==> config.mk <==
export PLATFORM = sky130hd
export DESIGN_NAME = mfr_ctrl
export DESIGN_NICKNAME = d
export VERILOG_FILES = /design/src/inc/mfr_pkg.sv /design/src/inc/mfr_tmr_if.sv /design/src/verilog/mfr_ctrl.sv /design/src/verilog/mfr_timer.sv
export SDC_FILE = /design/constraint.sdc
export NUM_CORES = 1
export LEC_CHECK = 0
export ABC_AREA = 1
export BUFFER_PORTS_ARGS = -buffer_cell sky130_fd_sc_hd__buf_2
export CORE_UTILIZATION = 54
export CTS_BUF_LIST = sky130_fd_sc_hd__clkbuf_8 sky130_fd_sc_hd__clkbuf_16
export DETAILED_ROUTE_END_ITERATION = 6
export PLACE_DENSITY = 0.85
export SLEW_MARGIN = 20
export SYNTH_ARGS = -nofsm -noshare
export SYNTH_HDL_FRONTEND = slang
export SYNTH_HIERARCHICAL = 1
export SYNTH_SLANG_ARGS = --single-unit
==> constraint.sdc <==
create_clock -name clock -period 4.7 [get_ports clock]
set_input_delay 0 -clock clock [delete_from_list [all_inputs] [get_ports clock]]
set_output_delay 0 -clock clock [all_outputs]
set_load 0.03 [all_outputs]
==> src/inc/mfr_pkg.sv <==
// Package: constants, register map and state types for the fault response controller
package mfr_pkg;

    // Clock and fault timing
    localparam int CLK_MHZ        = 250;
    localparam int OT_HOLD_MS     = 10;
    localparam int WD_WINDOW_MS   = 100;
    localparam int OT_HOLD_CYC    = OT_HOLD_MS * 1000 * CLK_MHZ;
    localparam int WD_WINDOW_CYC  = WD_WINDOW_MS * 1000 * CLK_MHZ;
    localparam int TMR_W          = 32;

    // Bus geometry
    localparam int ADR_W          = 4;
    localparam int DAT_W          = 32;
    localparam int NUM_FET        = 6;
    localparam int DEMAND_W       = 8;

    // Register byte offsets
    localparam logic [ADR_W-1:0] ADR_CTRL   = 4'h0;
    localparam logic [ADR_W-1:0] ADR_STATUS = 4'h4;
    localparam logic [ADR_W-1:0] ADR_DIAG   = 4'h8;
    localparam logic [ADR_W-1:0] ADR_STATE  = 4'hC;

    // Control register fields
    localparam int CTRL_STOP_EN   = 0;
    localparam int CTRL_RESTART   = 1;
    localparam int CTRL_RUN       = 2;
    localparam int CTRL_INH       = 3;
    localparam int CTRL_W         = 4;
    localparam logic [CTRL_W-1:0] CTRL_RST = 4'h0;

    // Status register fields
    localparam int ST_MAIN_UV     = 0;
    localparam int ST_LR_UV       = 1;
    localparam int ST_WD          = 2;
    localparam int ST_OT          = 3;
    localparam int ST_SYNC        = 4;
    localparam int ST_W           = 5;

    // Diagnostic register fields: shorts in low byte, bootstrap in next
    localparam int DG_SHORT_LSB   = 0;
    localparam int DG_BOOT_LSB    = 8;

    typedef struct packed {
        logic [CTRL_W-1:0]    ctrl;
        logic                 wb_ack;
        logic [DAT_W-1:0]     wb_dat;
        logic [ST_W-1:0]      st_flags;
        logic [NUM_FET-1:0]   short_flags;
        logic [NUM_FET-1:0]   boot_flags;
        logic                 main_uv_lat;
        logic                 sync_lat;
        logic                 crit_lat;
        logic                 ot_hold;
        logic [NUM_FET-1:0]   sb_lat;
        logic [NUM_FET-1:0]   fet_off;
        logic                 demand_zero_seen;
        logic                 main_uv_d;
        logic                 sync_d;
        logic                 ot_d;
        logic                 wd_d;
        logic [NUM_FET-1:0]   gate;
        logic                 gate_disable;
        logic                 host_reset_out_n;
        logic                 logic_regulator_off;
        logic                 restart_req;
    } mfr_state_t;

    typedef struct packed {
        logic [TMR_W-1:0] count;
        logic             done;
    } mfr_tmr_state_t;

endpackage

==> src/inc/mfr_tmr_if.sv <==
// Interface between the controller and one hold timer
`timescale 1ns/10ps
`default_nettype none
interface mfr_tmr_if;
    logic run;
    logic done;
    modport ctrl (output run, input done);
    modport tmr  (input run, output done);
endinterface
`default_nettype wire

==> src/verilog/mfr_ctrl.sv <==
// Top: fault response controller with Wishbone register slave and gate drive gating
//
// Operation
// Main-supply undervoltage response follows stop-on-fault bit
// Stop-on-fault: main undervoltage turns off all gates
// Auto restart: restart when main undervoltage clears
// No auto restart: stay stopped until clearing event
// Host demand reset: zero then new nonzero
// Host run reset: write run zero then one
// Stop-on-fault: short, bootstrap, overtemperature stop all
// Stop-on-fault: short/bootstrap latch until clearing event
// Overtemperature: keep gates off 10 ms more
// No stop-on-fault: overtemperature takes no action
// No stop-on-fault: short/bootstrap turns off one transistor
// Single transistor stays off until next on-period
// Full disable forces every gate drive low
// Serial clear only when read-clear inhibit is zero
// Regulator/watchdog faults: reset host, latch, watchdog release
// Stop-on-fault overtemperature: regulator off, host reset
// Power-on reset clears every latched fault
// Fault flags clear only by reset or read
// Sync loss with auto restart: stop, start again
// Gate disable is OR of full-shutdown states
`timescale 1ns/10ps
`default_nettype none
module mfr_ctrl #(
    parameter logic [mfr_pkg::TMR_W-1:0] OT_HOLD_CYCLES   = mfr_pkg::OT_HOLD_CYC,
    parameter logic [mfr_pkg::TMR_W-1:0] WD_WINDOW_CYCLES = mfr_pkg::WD_WINDOW_CYC
) (
    // Clock and power-on reset
    input  wire logic                            clock,
    input  wire logic                            rstn,
    // Wishbone slave
    input  wire logic                            wb_cyc_i,
    input  wire logic                            wb_stb_i,
    input  wire logic                            wb_we_i,
    input  wire logic [mfr_pkg::ADR_W-1:0]       wb_adr_i,
    input  wire logic [3:0]                      wb_sel_i,
    input  wire logic [mfr_pkg::DAT_W-1:0]       wb_dat_i,
    output logic                                 wb_ack_o,
    output logic [mfr_pkg::DAT_W-1:0]            wb_dat_o,
    // Fault detectors
    input  wire logic                            main_supply_uv,
    input  wire logic                            logic_regulator_uv,
    input  wire logic                            watchdog_fault,
    input  wire logic                            over_temp,
    input  wire logic                            sync_loss,
    input  wire logic [mfr_pkg::NUM_FET-1:0]     drain_source_monitor,
    input  wire logic [mfr_pkg::NUM_FET-1:0]     bootstrap_uv,
    // Host side pins
    input  wire logic [mfr_pkg::DEMAND_W-1:0]    speed_demand,
    input  wire logic                            watchdog_in,
    output logic                                 host_reset_out_n,
    // Bridge drive
    input  wire logic [mfr_pkg::NUM_FET-1:0]     gate_cmd,
    input  wire logic [mfr_pkg::NUM_FET-1:0]     pwm_on_start,
    output logic [mfr_pkg::NUM_FET-1:0]          gate_out,
    output logic                                 gate_disable,
    output logic                                 logic_regulator_off,
    output logic                                 restart_req
);
    import mfr_pkg::*;

    mfr_state_t q;
    mfr_state_t next_q;

    mfr_tmr_if ot_tif ();
    mfr_tmr_if wd_tif ();

    mfr_timer #(
        .LIMIT (OT_HOLD_CYCLES)
    ) u_ot_timer (
        .clock (clock),
        .rstn  (rstn),
        .tif   (ot_tif.tmr)
    );

    mfr_timer #(
        .LIMIT (WD_WINDOW_CYCLES)
    ) u_wd_timer (
        .clock (clock),
        .rstn  (rstn),
        .tif   (wd_tif.tmr)
    );

    assign ot_tif.run = q.ot_hold;
    // Window opens only once the host reset has been released
    assign wd_tif.run = q.crit_lat & q.host_reset_out_n;

    function automatic logic [DAT_W-1:0] read_mux(input logic [ADR_W-1:0] adr,
                                                  input mfr_state_t s);
        logic [DAT_W-1:0] d;
        d = '0;
        case (adr)
            ADR_CTRL: begin
                d[CTRL_W-1:0] = s.ctrl;
            end
            ADR_STATUS: begin
                d[ST_W-1:0] = s.st_flags;
            end
            ADR_DIAG: begin
                d[DG_SHORT_LSB +: NUM_FET] = s.short_flags;
                d[DG_BOOT_LSB +: NUM_FET]  = s.boot_flags;
            end
            ADR_STATE: begin
                d[NUM_FET-1:0]         = s.sb_lat;
                d[NUM_FET +: NUM_FET]  = s.fet_off;
                d[2*NUM_FET]           = s.main_uv_lat;
                d[2*NUM_FET+1]         = s.sync_lat;
                d[2*NUM_FET+2]         = s.ot_hold;
                d[2*NUM_FET+3]         = s.crit_lat;
                d[2*NUM_FET+4]         = s.host_reset_out_n;
                d[2*NUM_FET+5]         = s.gate_disable;
            end
            default: begin
                d = '0;
            end
        endcase
        return d;
    endfunction

    // Read-clear strobe for one register; the inhibit bit blocks it
    function automatic logic serial_clear(input logic             rd_ack,
                                          input logic [ADR_W-1:0] adr,
                                          input logic [ADR_W-1:0] target,
                                          input logic             inhibit);
        return rd_ack & (adr == target) & ~inhibit;
    endfunction

    // Fault levels placed at their status register positions
    function automatic logic [ST_W-1:0] status_events(input logic main_uv,
                                                      input logic lr_uv,
                                                      input logic wd_fault,
                                                      input logic ot,
                                                      input logic sync);
        logic [ST_W-1:0] e;
        e             = '0;
        e[ST_MAIN_UV] = main_uv;
        e[ST_LR_UV]   = lr_uv;
        e[ST_WD]      = wd_fault;
        e[ST_OT]      = ot;
        e[ST_SYNC]    = sync;
        return e;
    endfunction

    // Sticky per-transistor flags; a new event beats a read clear
    function automatic logic [NUM_FET-1:0] sticky_fet(input logic [NUM_FET-1:0] old,
                                                      input logic               clr,
                                                      input logic [NUM_FET-1:0] evt);
        return (clr ? '0 : old) | evt;
    endfunction

    logic                stop_en;
    logic                restart_en;
    logic                bus_req;
    logic                bus_done;
    logic                wr;
    logic                wr_ctrl;
    logic                rd;
    logic                rd_clr_st;
    logic                rd_clr_dg;
    logic                demand_reset;
    logic                run_reset;
    logic                user_clr;
    logic                ot_active;
    logic                crit_now;
    logic                wd_edge;
    logic                full_off;
    logic [NUM_FET-1:0]  sb_fault;

    always_comb begin
        next_q = q;
        stop_en    = q.ctrl[CTRL_STOP_EN];
        restart_en = q.ctrl[CTRL_RESTART];

        // Ack one cycle after the request; effects land on the ack edge
        bus_req  = wb_cyc_i & wb_stb_i & ~q.wb_ack;
        bus_done = wb_cyc_i & wb_stb_i & q.wb_ack;
        wr       = bus_done & wb_we_i;
        rd       = bus_done & ~wb_we_i;
        next_q.wb_ack = bus_req;
        if (bus_req) begin
            next_q.wb_dat = read_mux(wb_adr_i, q);
        end else begin
            next_q.wb_dat = '0;
        end
        // Clear on the ack edge, so the word already sent still shows the flags
        rd_clr_st = serial_clear(rd, wb_adr_i, ADR_STATUS, q.ctrl[CTRL_INH]);
        rd_clr_dg = serial_clear(rd, wb_adr_i, ADR_DIAG, q.ctrl[CTRL_INH]);
        // Only byte lane 0 carries control bits
        wr_ctrl   = wr & (wb_adr_i == ADR_CTRL) & wb_sel_i[0];
        if (wr_ctrl) begin
            next_q.ctrl = wb_dat_i[CTRL_W-1:0];
        end

        // Run bit written low then high; demand to zero then nonzero
        run_reset = ~q.ctrl[CTRL_RUN] & next_q.ctrl[CTRL_RUN];
        demand_reset = q.demand_zero_seen & (speed_demand != '0);
        if (speed_demand == '0) begin
            next_q.demand_zero_seen = 1'b1;
        end else if (demand_reset) begin
            next_q.demand_zero_seen = 1'b0;
        end
        user_clr = run_reset | demand_reset;

        next_q.restart_req = 1'b0;
        next_q.main_uv_d   = main_supply_uv;
        next_q.sync_d      = sync_loss;
        next_q.ot_d        = over_temp;
        next_q.wd_d        = watchdog_in;

        // Main supply undervoltage: clear first so a new set wins
        if (user_clr || rd_clr_st) begin
            next_q.main_uv_lat = 1'b0;
        end
        if (stop_en && !restart_en && main_supply_uv) begin
            next_q.main_uv_lat = 1'b1;
        end
        if (stop_en && restart_en && q.main_uv_d && !main_supply_uv) begin
            next_q.restart_req = 1'b1;
        end

        // Loss of synchronisation
        if (user_clr || rd_clr_st) begin
            next_q.sync_lat = 1'b0;
        end
        if (sync_loss && !restart_en) begin
            next_q.sync_lat = 1'b1;
        end
        // Auto restart never latches; the startup sequence takes over
        if (sync_loss && !q.sync_d && restart_en) begin
            next_q.restart_req = 1'b1;
        end

        // Shorts and bootstrap undervoltage
        sb_fault = drain_source_monitor | bootstrap_uv;
        if (user_clr || rd_clr_dg) begin
            next_q.sb_lat = '0;
        end
        if (stop_en) begin
            next_q.sb_lat = next_q.sb_lat | sb_fault;
        end
        // Without stop-on-fault only the faulty transistor drops out
        next_q.fet_off = q.fet_off & ~pwm_on_start;
        if (!stop_en) begin
            next_q.fet_off = next_q.fet_off | sb_fault;
        end

        // Overtemperature; ignored without stop-on-fault
        ot_active = stop_en & over_temp;
        if (over_temp || ot_tif.done) begin
            next_q.ot_hold = 1'b0;
        end else if (stop_en && q.ot_d) begin
            next_q.ot_hold = 1'b1;
        end

        // Regulator and watchdog faults latch until watchdog activity after the window timer is done
        crit_now = logic_regulator_uv | watchdog_fault;
        wd_edge  = watchdog_in ^ q.wd_d;
        if (wd_tif.done && wd_edge) begin
            next_q.crit_lat = 1'b0;
        end
        if (crit_now) begin
            next_q.crit_lat = 1'b1;
        end
        next_q.host_reset_out_n    = ~(crit_now | ot_active | next_q.ot_hold);
        next_q.logic_regulator_off = ot_active | next_q.ot_hold;

        // Sticky flags, set wins over a read clear
        next_q.st_flags    = (rd_clr_st ? '0 : q.st_flags)
                           | status_events(main_supply_uv, logic_regulator_uv,
                                           watchdog_fault, over_temp, sync_loss);
        next_q.short_flags = sticky_fet(q.short_flags, rd_clr_dg, drain_source_monitor);
        next_q.boot_flags  = sticky_fet(q.boot_flags, rd_clr_dg, bootstrap_uv);

        full_off = (stop_en & main_supply_uv) | next_q.main_uv_lat | sync_loss
                 | next_q.sync_lat | crit_now | next_q.crit_lat | ot_active
                 | next_q.ot_hold | (|next_q.sb_lat);
        next_q.gate_disable = full_off;
        if (full_off || !next_q.ctrl[CTRL_RUN]) begin
            next_q.gate = '0;
        end else begin
            next_q.gate = gate_cmd & ~next_q.fet_off;
        end
    end

    always_ff @(posedge clock) begin
        if (!rstn) begin
            // Power-on reset drops every latch and flag
            q                  <= '0;
            q.ctrl             <= CTRL_RST;
            q.host_reset_out_n <= 1'b0;
        end else begin
            q <= next_q;
        end
    end

    assign wb_ack_o            = q.wb_ack;
    assign wb_dat_o            = q.wb_dat;
    assign gate_out            = q.gate;
    assign gate_disable        = q.gate_disable;
    assign host_reset_out_n    = q.host_reset_out_n;
    assign logic_regulator_off = q.logic_regulator_off;
    assign restart_req         = q.restart_req;
endmodule
`default_nettype wire

==> src/verilog/mfr_timer.sv <==
// Hold timer: counts while run is high, done stays high once limit is reached
`timescale 1ns/10ps
`default_nettype none
module mfr_timer #(
    parameter logic [mfr_pkg::TMR_W-1:0] LIMIT = 32'h0000_0010
) (
    // Clock and reset
    input  wire logic  clock,
    input  wire logic  rstn,
    // Control side
    mfr_tmr_if.tmr     tif
);
    import mfr_pkg::*;

    mfr_tmr_state_t q;
    mfr_tmr_state_t next_q;

    always_comb begin
        next_q = q;
        if (!tif.run) begin
            // Dropping run restarts the count from zero
            next_q.count = '0;
            next_q.done  = 1'b0;
        end else if (!q.done) begin
            next_q.count = q.count + 1'b1;
            next_q.done  = (q.count + 1'b1 >= LIMIT);
        end
    end

    always_ff @(posedge clock) begin
        if (!rstn) begin
            q <= '0;
        end else begin
            q <= next_q;
        end
    end

    assign tif.done = q.done;
endmodule
`default_nettype wire

Word-level counts from Yosys, hierarchy flattened
Index checks and enable logic that the tools add are counted. Widths: inputs -> output; s select.

Bitwise operators: 46. Reduce and logical (&&, ||, !) cells: 28. $add $sub $neg: 2. Div/mod/pow operators: 0. Muxes and demuxes: 25. Multiply operators: 0. Magnitude comparators: 2. Shift-type cells: 0. Equality and inequality tests: 3.

Operator list (number): $add 32x1->32 const B (2); $ge 32x22->1 const B (1); $ge 32x25->1 const B (1); $mux 6 (5); $or 6x6->6 (5); $and 1x1->1 (16); $pmux 4 s4 (1); $mux 1 (14); $or 1x1->1 (13); $and 6x6->6 (2); $not 6->6 (2); $pmux 6 s2 (1); $logic_and 1x1->1 (10); $eq 4x4->1 const B (2); $logic_not 8->1 (1); $reduce_bool 8->1 (1); $not 1->1 (6); $reduce_and 2->1 (3); $reduce_or 6->1 (1); $mux 5 (1); $or 5x5->5 (1); $eq 4x3->1 const B (1); $logic_not 1->1 (4); $logic_not 4->1 (1); other kinds (8) (11).

Input port bits: 83. Output and inout port bits: 43. Latch bits: 0. Word-level logic and storage cells: 135. Register bits: 151. ROM bits: 0. Memories: 0. Memory bits (writable): 0.

Depth between registers and ports, before layout
Gate-level depths: netlist of run 1.

Word-level depth: 21. Depth in mapped cells: 17. Gate-level depth less buffers: 17.

By module
The synthesis of run 1 kept the hierarchy.

Modules (own cells, without submodules): mfr_ctrl (instances 1, sequential area each 1421.4 um^2, area an instance 2939.1 um^2, cells an instance 373); mfr_timer (u_ot_timer) (instances 1, sequential area each 660.6 um^2, area an instance 2263.4 um^2, cells an instance 371); mfr_timer (u_wd_timer) (instances 1, sequential area each 660.6 um^2, area an instance 2219.6 um^2, cells an instance 388).

Least setup slack after synthesis of run 1
Ideal clock, no wire load.

Kind: register -> register. Start: reg u_wd_timer/q[2] in the netlist's numbering. End: reg u_wd_timer.q (netlist bit u_wd_timer/tif.done). Path slack: 2.981 ns. Data arrival time: 1.610 ns. Clock period less this slack: 1.719 ns. Library setup time: 0.109 ns. Required time: 4.591 ns. Buffers on the path: 0. Stages on the path, launching flop included: 15. Path through: dfxtp_1 -> ha_1 -> inv_1 -> nor2_4 -> nand2_4 -> nor2_4 -> nand2_1 -> nand2_1 -> nand2_1 -> nor2_1 -> nand2_1 -> nor3b_1 -> nand3_1 -> nand2_1 -> inv_1.

Word-level cells in the longest chain between the ends: 3.

Ends and longest elaborated chain: from (decl) (RTL line mfr_timer.sv:15) `mfr_tmr_state_t q;`; from (signal assigned) (RTL line mfr_timer.sv:34) `q <= next_q;`; $add 32x1->32 (RTL line mfr_timer.sv:26) `next_q.done = (q.count + 1'b1 >= LIMIT);`; $ge 32x25->1 (RTL line mfr_timer.sv:26); $mux 1 (RTL line mfr_timer.sv:24) `end else if (!q.done) begin`.

No other way between the ends. A chain may end at the register's enable or synchronous reset.

Final worst setup path of run 1
Start: in wb_adr_i[0] in the netlist's numbering. End: reg q (netlist bit gate_out[4]).

Word-level cells in the longest chain between the ends: 19. Elaborated cells between the ends (all ways): 33. Those cells by class: 2 x eq/ne; 7 x mux; 17 x bitwise; 7 x reduce/logical.

Ends and longest elaborated chain: from (decl) (RTL line mfr_ctrl.sv:37) `input wire logic [mfr_pkg::ADR_W-1:0] wb_adr_i,`; $logic_not 4->1 (RTL line mfr_ctrl.sv:191) `wr_ctrl = wr & (wb_adr_i == ADR_CTRL) & wb_sel_i[0];`; $and 1x1->1 (2 in a row) (RTL line mfr_ctrl.sv:191); $mux 3 (RTL line mfr_ctrl.sv:192) `if (wr_ctrl) begin`; $and 1x1->1 (RTL line mfr_ctrl.sv:197) `run_reset = ~q.ctrl[CTRL_RUN] & next_q.ctrl[CTRL_RUN];`; $or 1x1->1 (RTL line mfr_ctrl.sv:204) `user_clr = run_reset | demand_reset;`; $logic_or 1x1->1 (RTL line mfr_ctrl.sv:213, mfr_ctrl.sv:224); $mux 1 (RTL line mfr_ctrl.sv:213) `if (user_clr || rd_clr_st) begin`; $mux 1 (RTL line mfr_ctrl.sv:216) `if (stop_en && !restart_en && main_supply_uv) begin`; $or 1x1->1 (2 in a row) (RTL line mfr_ctrl.sv:276) `full_off = (stop_en & main_supply_uv) | next_q.main_uv_lat | sync_loss`; $or 1x1->1 (4 in a row) (RTL line mfr_ctrl.sv:277) `| next_q.sync_lat | crit_now | next_q.crit_lat | ot_active`; $or 1x1->1 (2 in a row) (RTL line mfr_ctrl.sv:278) `| next_q.ot_hold | (|next_q.sb_lat);`; $logic_or 1x1->1 * (RTL line mfr_ctrl.sv:280) `if (full_off || !next_q.ctrl[CTRL_RUN]) begin`; $reduce_or 2->1 (no line) *; to (signal assigned) (RTL line mfr_ctrl.sv:294) `q <= next_q;`; to (decl) (RTL line mfr_ctrl.sv:64) `mfr_state_t q;`.

Mark *: on every way between the ends. The rest lies on a longest branch, timed or not.

==> implementation parameters, run 1 <==
Parameter                              Value

Global route
  Vias in the first global route ... slightly above 7k
  GRT Overall Usage ... 30.1%
  Wire length of the first global-routing pass ... 33,700 um
  Number of antenna violations at the first check in global routing ... 1
  Overall overflow remaining after global route ... 0
  Maximum number of pins on one net before global-route repair ... 39

Finish
  Cell Count, Final, Fillers Out ... 1,425
  Final #Nets ... ~1.3k
  FF+latch area ... 2740 um^2
  Fill cell count ... roughly 1.1k
  Proportion of layout cells with a drive suffix above 1 ... 13.6%
  Synth-to-Final Area Change ... 18.7%
  Area occupied by multi-input gates ... 3800 um^2

Clock network
  Clock Sinks ... between 100 and 150
  Number of resized instances in the post-cts repair step ... 0
  Clock insertion delay at the later pin of the skew report ... ~0.44 ns
  Number of buffers created by CTS ... 17
  Buffers from clock root to sink, at most ... 2
  Max H-tree Level ... 4
  Clock-pin slew on the worst setup and hold paths ... ~0.060 ns
  Cell at the root of the clock tree ... clkbuf_16
  Setup bufs post-CTS ... 0
  Hold-fix buffer count after cts ... about 50
  Clock tree from TritonCTS ... built

Yosys
  Yosys cell types ... 46
  Fraction of registers with async set or reset after synthesis ... 0%
  Flip-flop and latch count after synthesis ... approximately 140
  Part of the Yosys area used for sequential elements ... 37.0%
  Summed instance area of the synthesized netlist ... about 7400 um^2
  Predominant post-synthesis flop cell ... dfxtp_1
  Warnings from Yosys ... 6
  Post-Synthesis Mean Instance Area ... between 6 and 7 um^2
  Count of flip-flops with a built-in enable after synthesis ... 0
  Synthesized instance count ... approximately 1.1k

Power
  Final Total Pwr ... 2.64 mW
  Total internal power ... 2.00 mW
  Combinational share of power ... approximately 5.3%
  Total power per unit cell area ... 299 nW/um^2
  Leakage Power ... roughly 4.2 nW
  Net Sw Power ... 0.641 mW
  Share of total power in sequential cells ... between 40 and 50%
  Peak supply drop ... between 0.2 and 0.3 mV
  Fraction of power spent switching nets ... about a quarter
  Clock power share ... roughly half

Timing
  Setup Skew ... ~0.013 ns
  Number of setup violations in the final report ... 0
  Number of max-slew violations in the final report ... 0
  RSZ-0062 raised after global routing ... false
  Number of endpoints with negative hold slack in the final report ... 0
  Fmax ... roughly 0.42 GHz
  Relative max-transition margin ... 30.8%
  Transition time at the pin with the least slew margin ... 1.04 ns
  Minimum period implied by the final worst setup slack ... ~2.4 ns
  Final Cycle Share ... 50.2%
  Total Neg Setup Slack ... 0 ns

Die
  Die W ... 119 um
  Area of the die ... ~14,000 um^2
  Row count ... 42
  Chip height ... 119 um
  Placeable Area ... roughly 13,000 um^2
  Count of boundary I/O pins ... ~130
  Starting utilization of the core area ... between 50% and 60%

Placement
  Placed Instances ... 1,341
  Final estimated routing congestion in global placement ... just over 0.9
  Post-DP HPWL ... approximately 13,000 um
  IO buf count ... 80

Routing
  Mean number of vias per cell ... 5.38
  Post-detailed-route wirelength per cell ... 14.7 um
  Residual DRC count ... 0
  Starting DRC count in detailed routing ... 956
  Count of nets left with antenna violations after detail routing ... 0
  DR vias ... between 7k and 8k
  Total detailed-routing wirelength ... roughly 21,000 um
  First-pass detailed-route iteration total ... 5

Critical path
  Critical path capture point type ... register
  Category of the most critical setup path ... primary input to register
  Arrival time of data at the critical path endpoint ... roughly 2.7 ns
  Peak fanout along the critical path ... 18
  Required time worst endpoint ... 5.06 ns
  Critical Path Start Type ... primary input

Flow run
  Max-cap violations ... 0

Run status
  Outcome ... completed

Hold path
  Hold WC Path Type ... primary input to register
[cell type report]
class	instances	area share (%)
Clock inverter	13	1.36
Sequential cell	137	31.1
Timing Repair Buffer	134	10.6
Multi-Input combinational cell	800	43.1
Tap cell	176	2.50
Inverter	145	6.18
Antenna cell	1	0.0284
Clock buffer	19	5.14
[placed cells by master, fill, tap and decap left out, types with 3 or more instances in the layout]
cell type,n
a41oi_1,3
o21ai_0,55
nor2_4,10
nand2_2,8
buf_2,80
nor2_2,16
xnor2_1,4
o21ai_1,5
conb_1,14
nand4_1,8
inv_1,141
nor3_1,5
nand3b_1,4
clkbuf_16,17
dfxtp_1,137
nand2_4,5
inv_6,3
xor2_1,14
nand2_1,318
buf_4,3
nor2_1,161
clkinvlp_4,5
nand3_1,57
inv_2,4
a21oi_1,76
o211ai_1,13
dlygate4sd3_1,51
[state kept, by name, indices dropped and copies added (netlist names)]
name	cells
q	41
u_ot_timer/q	32
u_wd_timer/q	32
wb_dat_o	18
gate_out	6
gate_disable	1
host_reset_out_n	1
logic_regulator_off	1
ot_tif.run	1
restart_req	1
u_ot_timer/tif.done	1
u_wd_timer/tif.done	1
wb_ack_o	1
[Yosys cell counts, drive strengths merged, types with 11 or more instances]
| master | n | area share, % |
|---|---|---|
| a21oi | 77 | 5.2 |
| buf | 45 | 4.3 |
| clkbuf | 18 | 0.91 |
| dfxtp | 137 | 37 |
| inv | 144 | 7.3 |
| nand2 | 331 | 18 |
| nand3 | 58 | 4.0 |
| nand4 | 11 | 1.3 |
| nor2 | 189 | 12 |
| o211ai | 13 | 1.3 |
| o21ai | 61 | 4.2 |
| xor2 | 15 | 1.9 |
[power groups by stage]
stage                     Sequential [mW]  Combinational, mW  Clock, mW
after floorplan                      1.22             0.0688          0
after global placement               1.22             0.0977          0
after detailed placement             1.22              0.100          0
after CTS                            1.19              0.131       1.30
after global routing                 1.19              0.149       1.36
final                                1.19              0.140       1.31
[through the flow]
stage / utilization, % / hold WS (ns) / area (um^2) / setup WS [ns]
floorplan: - / 0.0976 / 7470 / 2.98
finish: 66.0 / 0.0111 / 8810 / 2.34
global placement: 57.9 / 0.218 / 7730 / 2.56
global route: 66.0 / 0.0167 / 8810 / 2.17
CTS: 66.0 / 0.000183 / 8810 / 2.45
detailed placement: 57.9 / 0.222 / 7730 / 2.57
[layer usage]
layer | vias to the layer above | global-route usage [%] | wire [um]
met5 | - | 0 | 0
met2 | 375 | 50.7 | 9930
met1 | 3482 | 35.6 | 8560
li1 | 3716 | - | -
met4 | 0 | 16.4 | 910
met3 | 95 | 6.37 | 1500
[path summary, 6_finish.rpt]
| check | start | endpoint | slack [ns] | cells after the start |
|---|---|---|---|---|
| worst max-delay path | wb_adr_i[0] | gate_out[4]$_SDFF_PP0_ | 2.34 | 13 |
| worst min register to register | q[15]$_SDFF_PN0_ | wb_dat_o[6]$_SDFF_PN0_ | 0.43 | 2 |
| worst max register to register | q[81]$_SDFFE_PN0N_ | gate_out[3]$_SDFF_PP0_ | 2.46 | 5 |
| worst min-delay path | wb_stb_i | wb_ack_o$_SDFF_PN0_ | 0.01 | 4 |
[logic make-up (layout without fill, tap and decap cells)]
family	count (synthesis)	in the layout	synth area share [%]
and+or+nand+nor	604	604	35.9
DFF	137	137	37.0
xor gates and xnor gates	19	19	2.34
AOI/OAI and AO/OA	161	161	11.9
buffers and inverters	208	311	12.6
other	1	15	0.0505
adders and majority gates	2	2	0.337
[worst max-delay path, cell delays in order]
cell and delay (ns):
dlygate4sd3_1 0.54, buf_2 0.13, nor2_4 0.12, nand2_1 0.08, nor2_2 0.51, nand2_4 0.28, nand4_1 0.19, o21ai_1 0.10
inv_1 0.10, nand2_1 0.06, nor2_1 0.19, nand3_2 0.25, nor2_1 0.18
(Power assumes the default switching activity.)
==> run 2, diff against run 1 <==
CORE_UTILIZATION = 51   (was 54)
PLACE_DENSITY = 0.84   (was 0.85)
clock period = 1.9 ns   (was 4.7 ns; I/O delays follow)
==> run 2 against run 1 <==
Net effect:
- global-route usage is 1.5 points lower
- worst hold slack better by 0.030 ns
- clock skew is 0.0029 ns lower
- cell area is 6.5% higher
- critical endpoint is now gate_out[3]$_SDFF_PP0_
- clock-buffer cell count is 1 higher
- sequential share of layout area is 1.4 points lower
- die area is 5.8% higher
- cell count is 2.3% higher
- worst setup slack worse by 2.3 ns
- core utilization is 0.83 points higher
- non-clock buffer count is 31 higher
==> implementation parameters, run 2 (same netlist as run 1, synthesis figures left out) <==
Parameter                              Value

Run status
  Outcome ... completed

Clock network
  Cell at the root of the clock tree ... clkbuf_16
  Clock tree from TritonCTS ... built
  Number of buffers created by CTS ... 17
  Clock Sinks ... about 140
  Buffers from clock root to sink, at most ... 2
  Max H-tree Level ... 4
  Clock-pin slew on the worst setup and hold paths ... around 0.060 ns
  Clock insertion delay at the later pin of the skew report ... roughly 0.42 ns

Global route
  Overall overflow remaining after global route ... 0
  Vias in the first global route ... 7,274
  Maximum number of pins on one net before global-route repair ... 37
  GRT Overall Usage ... ~29%
  Number of antenna violations at the first check in global routing ... 0
  Wire length of the first global-routing pass ... around 34,000 um

Finish
  Cell Count, Final, Fillers Out ... around 1.5k
  Area occupied by multi-input gates ... 4010 um^2
  Most common library cell in the layout ignoring fill and taps ... nand2_1
  Post-layout instance area ... about 9400 um^2
  Highest-count cells in the layout ignoring fill and taps ... 310 x nand2_1, 139 x inv_1, 134 x nor2_1
  Fill cell count ... about 1.1k
  Fraction of the core area covered by cells at the end of the flow ... approximately 67%
  FF+latch area ... about 2800 um^2
  Register with the most flip-flops ... q
  Final #Nets ... about 1.4k
  Synth-to-Final Area Change ... 26.5%
  Proportion of layout cells with a drive suffix above 1 ... ~22%
  Number of flip-flops under the largest register name ... 41
  Number of antenna cells inserted ... 0
  Biggest regs ... q x41, u_ot_timer/q x32, u_wd_timer/q x32

Power
  Final Total Pwr ... 7.02 mW
  Share of total power in sequential cells ... 42.0%
  Fraction of power spent switching nets ... 21.7%
  Total power per unit cell area ... 748 nW/um^2
  Clock power share ... 53.0%
  Net Sw Power ... 1.52 mW
  Peak supply drop ... roughly 0.65 mV
  Leakage Power ... about 4.5 nW
  Total internal power ... around 5.5 mW
  Combinational share of power ... 5.0%

Routing
  Count of nets left with antenna violations after detail routing ... 0
  Mean number of vias per cell ... approximately 5.4
  Starting DRC count in detailed routing ... 783
  First-pass detailed-route iteration total ... 6
  Total detailed-routing wirelength ... roughly 21,000 um
  Post-detailed-route wirelength per cell ... between 10 and 15 um
  Residual DRC count ... 0
  DR vias ... approximately 8k

Timing
  Worst Setup Slack, final ... roughly 0.028 ns
  Setup Skew ... ~0.0097 ns
  Total Neg Setup Slack ... 0 ns
  Relative max-transition margin ... around three fifths
  Minimum period implied by the final worst setup slack ... 1.87 ns
  Worst slack on hold paths ... 0.0411 ns
  RSZ-0062 raised after global routing ... true
  Number of max-slew violations in the final report ... 0
  Final Cycle Share ... 98.5%
  Number of setup violations in the final report ... 0
  Number of endpoints with negative hold slack in the final report ... 0
  Transition time at the pin with the least slew margin ... a little over 0.6 ns
  Fmax ... between 0.5 and 0.6 GHz

Placement
  Post-DP HPWL ... between 10,000 and 15,000 um
  Cell area after placement ... a little under 8000 um^2
  Placed Instances ... 1,374
  IO buf count ... 80
  Final estimated routing congestion in global placement ... just under 1
  Setup WS pre-CTS ... -0.0227 ns

Hold path
  Hold WC Path Type ... primary input to register

Die
  Chip height ... 123 um
  Area of the die ... about 15,000 um^2
  Count of boundary I/O pins ... 126
  Row count ... 43
  Placeable Area ... 14,000 um^2
  Starting utilization of the core area ... 52.9%
  Die W ... between 100 and 150 um

Critical path
  CP max stage delay ... between 0.3 and 0.4 ns
  Most Frequent Cell on Critical Path ... nand3_4
  Critical path capture point type ... register
  Arrival time of data at the critical path endpoint ... between 2 and 2.5 ns
  Cell family contributing the most delay on the critical path ... simple AND/OR/NAND/NOR gates
  Required time worst endpoint ... approximately 2.2 ns
  Critical Path Start Type ... register
  Peak fanout along the critical path ... 10
  Category of the most critical setup path ... register to register
  WP buf/inv ... 0
  Cell chain of the critical path ... nand3_4 > nor3_4 > nand2_4 > nand4_1 > o21ai_0 > nor2_4 > nand3_4 > nor2_2
  Slowest cell on the critical path ... dfxtp_2

Flow run
  Max-cap violations ... 0
run 2: cell count changes in the layout (fill, tap and decap cells not counted), sizes merged, moves of 2 or more:
cell / delta
bufinv: +4
buf: +32
clkinvlp: -3
clkinv: -2
run 2: final timing paths:
kind / slack (ns) / endpoint / cells after the start / startpoint
setup / recovery: 0.03 / gate_out[3]$_SDFF_PP0_ / 8 / wb_ack_o$_SDFF_PN0_
hold / removal: 0.04 / wb_dat_o[2]$_SDFF_PN0_ / 4 / wb_adr_i[3]
setup reg to reg: 0.03 / gate_out[3]$_SDFF_PP0_ / 8 / wb_ack_o$_SDFF_PN0_
hold reg to reg: 0.43 / wb_dat_o[6]$_SDFF_PN0_ / 2 / q[15]$_SDFF_PN0_
run 2: worst min-delay path, stage by stage:
cell and delay, ns:
buf_2 0.15, nor2_4 0.08, nand2_1 0.05, a41oi_1 0.11
run 2: cell type report:
class / instances / share of cell area (%)
timing repair buffer: 165 / 12.4
sequential: 137 / 29.7
clock inverter: 11 / 2.04
multi-input combinational: 800 / 42.7
clock buffer: 20 / 4.97
tap: 180 / 2.40
inverter: 145 / 5.80
run 2: metal layers:
metal / track usage [%] / vias to the layer above / wire, um
met5: 0 / - / 0
li1: - / 3771 / -
met2: 47.2 / 405 / 10300
met1: 33.3 / 3559 / 8520
met4: 17.1 / 0 / 981
met3: 7.02 / 110 / 1480
run 2: power by group through the flow:
stage / Sequential [mW] / Clock (mW) / Combinational, mW
CTS: 2.95 / 3.72 / 0.326
global placement: 3.01 / 0 / 0.244
detailed placement: 3.01 / 0 / 0.249
floorplan: 3.01 / 0 / 0.170
finish: 2.95 / 3.72 / 0.353
global route: 2.95 / 3.90 / 0.381
run 2: repair_timing:
action | 4_1_cts | 5_1_grt
hold buffers | 50 | 0
endpoints found under the setup margin | 2 | 18
setup buffers | 0 | 3
resized for setup | 3 | 91
gates cloned | 0 | 0
pin swaps | 2 | 15
endpoints found under the hold margin | 50 | 0
==> run 3, diff against run 2 <==
ABC_AREA = default   (was 1)
GPL_TIMING_DRIVEN = 0   (was default)
PLACE_DENSITY = 0.85   (was 0.84)
==> run 3 against run 2 <==
Net effect:
- non-clock buffer count grew 87
- combinational power grew 15%
- critical path depth grew 1
- clock power shrank 9.1%
- sequential cell count is the same
- sequential share of layout area shrank 0.60 points
- worst setup slack lost 0.34 ns
- cell count shrank 18%
- highest routed layer unchanged
- cell area grew 3.7%
- the flow now finishes with violations (setup timing)
==> implementation parameters, run 3 <==
Parameter                              Value

Placement
  Final estimated routing congestion in global placement ... a little under 0.9
  Post-DP HPWL ... approximately 12,000 um
  IO buf count ... 79
  Setup WS pre-CTS ... -0.397 ns

Finish
  Highest-count cells in the layout ignoring fill and taps ... 105 x nor2_1, 99 x dfxtp_1, 91 x buf_4
  Most common library cell in the layout ignoring fill and taps ... nor2_1
  FF+latch area ... roughly 2800 um^2
  Final #Nets ... approximately 1.1k
  Synth-to-Final Area Change ... 36.5%
  Proportion of layout cells with a drive suffix above 1 ... around 35%
  Biggest regs ... q x41, u_ot_timer/q x32, u_wd_timer/q x32
  Fraction of the core area covered by cells at the end of the flow ... between 70% and 80%
  Register with the most flip-flops ... q
  Number of antenna cells inserted ... 0
  Fill cell count ... between 800 and 900
  Number of flip-flops under the largest register name ... between 40 and 50
  Area occupied by multi-input gates ... roughly 4200 um^2

Yosys
  Summed instance area of the synthesized netlist ... approximately 7100 um^2
  Most frequent cell after synthesis ... dfxtp_1
  Part of the Yosys area used for sequential elements ... approximately two fifths
  Count of flip-flops with a built-in enable after synthesis ... 0
  Cell types occupying the most area after synthesis ... dfxtp_1 38%, nor2_1 5.9%, xnor2_1 4.9%
  Yosys cell types ... between 70 and 80
  Leading post-synthesis cells by instance count ... 137 x dfxtp_1, 112 x nor2_1, 43 x nand2_1, 40 x xnor2_1
  Flip-flop and latch count after synthesis ... between 100 and 150
  Warnings from Yosys ... 6
  Post-Synthesis Mean Instance Area ... approximately 8.8 um^2
  Synth top area share ... between 30% and 40%
  Predominant post-synthesis flop cell ... dfxtp_1
  Fraction of registers with async set or reset after synthesis ... 0%
  Library cell occupying the most area in the post-synthesis netlist ... dfxtp_1
  Synthesized instance count ... 814

Die
  Placeable Area ... around 13,000 um^2
  Row count ... 42
  Chip height ... between 100 and 150 um
  Die W ... ~120 um
  Starting utilization of the core area ... 53.0%
  Area of the die ... around 14,000 um^2
  Count of boundary I/O pins ... about 130

Critical path
  Cell chain of the critical path ... buf_4 > nand3_4 > nor4_4 > buf_6 > nand3_4 > mux2_4 > o32ai_2 > nand3_1 > o311a_1
  Category of the most critical setup path ... register to register
  Peak fanout along the critical path ... 6
  Most Frequent Cell on Critical Path ... nand3_4
  Critical Path Start Type ... register
  Arrival time of data at the critical path endpoint ... approximately 2.5 ns
  Critical path capture point type ... register
  CP max stage delay ... about 0.36 ns
  Cell family contributing the most delay on the critical path ... simple AND/OR/NAND/NOR gates
  Slowest cell on the critical path ... dfxtp_4
  WP buf/inv ... 2
  Required time worst endpoint ... 2.21 ns

Clock network
  Clock insertion delay at the later pin of the skew report ... 0.43 ns
  Max H-tree Level ... 4
  Number of buffers created by CTS ... 17
  Clock tree from TritonCTS ... built
  Buffers from clock root to sink, at most ... 2
  Clock Sinks ... 137
  Cell at the root of the clock tree ... clkbuf_16
  Clock-pin slew on the worst setup and hold paths ... ~0.06 ns

Timing
  Number of max-slew violations in the final report ... 0
  Relative max-transition margin ... between 50 and 60%
  RSZ-0062 raised after global routing ... true
  Worst Setup Slack, final ... -0.312 ns
  Transition time at the pin with the least slew margin ... 0.617 ns
  Number of endpoints with negative hold slack in the final report ... 0
  Setup Skew ... 0.00981 ns
  Minimum period implied by the final worst setup slack ... about 2.2 ns
  Fmax ... 0.452 GHz
  Final Cycle Share ... 116%
  Number of setup violations in the final report ... 17

Routing
  Total detailed-routing wirelength ... roughly 21,000 um
  Mean number of vias per cell ... 5.71
  DR vias ... 6,859
  Starting DRC count in detailed routing ... 557
  Count of nets left with antenna violations after detail routing ... 0
  First-pass detailed-route iteration total ... 5
  Post-detailed-route wirelength per cell ... 17.6 um
  Residual DRC count ... 0

Global route
  Vias in the first global route ... roughly 6.6k
  Maximum number of pins on one net before global-route repair ... 17
  Number of antenna violations at the first check in global routing ... 0
  GRT Overall Usage ... between 20 and 30%
  Wire length of the first global-routing pass ... between 30,000 and 40,000 um
  Overall overflow remaining after global route ... 0

Power
  Leakage Power ... 3.98 nW
  Total power per unit cell area ... ~690 nW/um^2
  Peak supply drop ... approximately 0.67 mV

Run status
  Violated checks ... setup timing
  Outcome ... finished, violations left

Flow run
  Max-cap violations ... 0

Hold path
  Hold WC Path Type ... primary input to register
## run 3: cell types whose count changed in the layout (fill, tap and decap cells not counted), sizes merged, moves of 20 or more
cell    previous run  this run
nand2            331        46
inv              147        27
nor2             189       114
buf              115       185
a21oi             77        29
o21ai             61        16
xnor2              4        40
nor2b              0        26
clkbuf            20        45
and3               1        22
xor2              15        35
## run 3: path summary, 6_finish.rpt
path	depth (start not counted)	slack [ns]	start	endpoint
max	9	-0.31	u_ot_timer/q[2]$_SDFFE_PN0N_	u_ot_timer/tif.done$_SDFF_PN0_
max reg2reg	9	-0.31	u_ot_timer/q[2]$_SDFFE_PN0N_	u_ot_timer/tif.done$_SDFF_PN0_
min reg2reg	1	0.48	gate_disable$_SDFF_PN0_	wb_dat_o[17]$_SDFF_PN0_
min	4	0.03	wb_dat_i[2]	q[83]$_SDFF_PN0_
## run 3: layout make-up
cell class	instances	share of cell area (%)
Inverter	20	0.771
Sequential cell	137	29.1
Tap cell	176	2.26
Multi-Input combinational cell	585	43.6
Clock inverter	14	1.67
Timing Repair Buffer	175	12.7
Buffer	77	5.37
Clock buffer	18	4.51
## run 3: logic make-up (layout without fill, tap and decap cells)
group,count (synthesis),in the layout,share of synthesized area (%)
compound gates,99,99,9.91
xor+xnor,75,75,9.21
fa+ha+maj,2,2,0.351
buf+inv,105,304,8.00
flops,137,137,38.5
mux,27,27,4.60
other cells,1,14,0.0526
simple gates,368,368,29.4
## run 3: repair_timing
action | CTS | global route
hold buffers | 40 | 0
gates resized for setup | 64 | 46
hold endpoints to repair | 54 | 0
pin swaps | 24 | 30
setup endpoints to repair | 29 | 39
gates cloned | 1 | 0
buffers inserted | 38 | 22
## run 3: tightest hold or removal path, stage by stage
cell and delay [ns]:
buf_2 0.09, mux2_2 0.17, nand2_4 0.10, inv_2 0.07
## run 3: stage by stage
step / hold slack [ns] / area [um^2] / total power, mW / cells / TNS (ns)
finish: 0.0297 / 9730 / 6.71 / 1202 / -1.93
CTS: 0.00863 / 9450 / 6.69 / 1185 / -1.26
detailed placement: 0.240 / 7960 / 3.32 / 1082 / -4.15
global route: 0.0265 / 9730 / 6.88 / 1202 / -3.72
floorplan: 0.122 / 7340 / 3.20 / 827 / -0.478
global placement: 0.234 / 7960 / 3.31 / 1082 / -3.52
## run 3: report_power, final
group / leakage (nW) / switching [mW] / internal [mW]
Combinational: 2.55 / 0.214 / 0.192
Clock: 0.293 / 1.38 / 2.00
Sequential: 1.14 / 0.0269 / 2.90
Total: 3.98 / 1.62 / 5.09
## run 3: routing by layer
| layer | part of all wire [%] | wire [um] | GRT usage, % |
|---|---|---|---|
| met2 | 51 | 10800 | 49.4 |
| met1 | 38 | 8080 | 31.7 |
| met4 | 4.4 | 920 | 15.2 |
| met3 | 6.5 | 1370 | 5.05 |
| met5 | 0 | 0 | 0 |
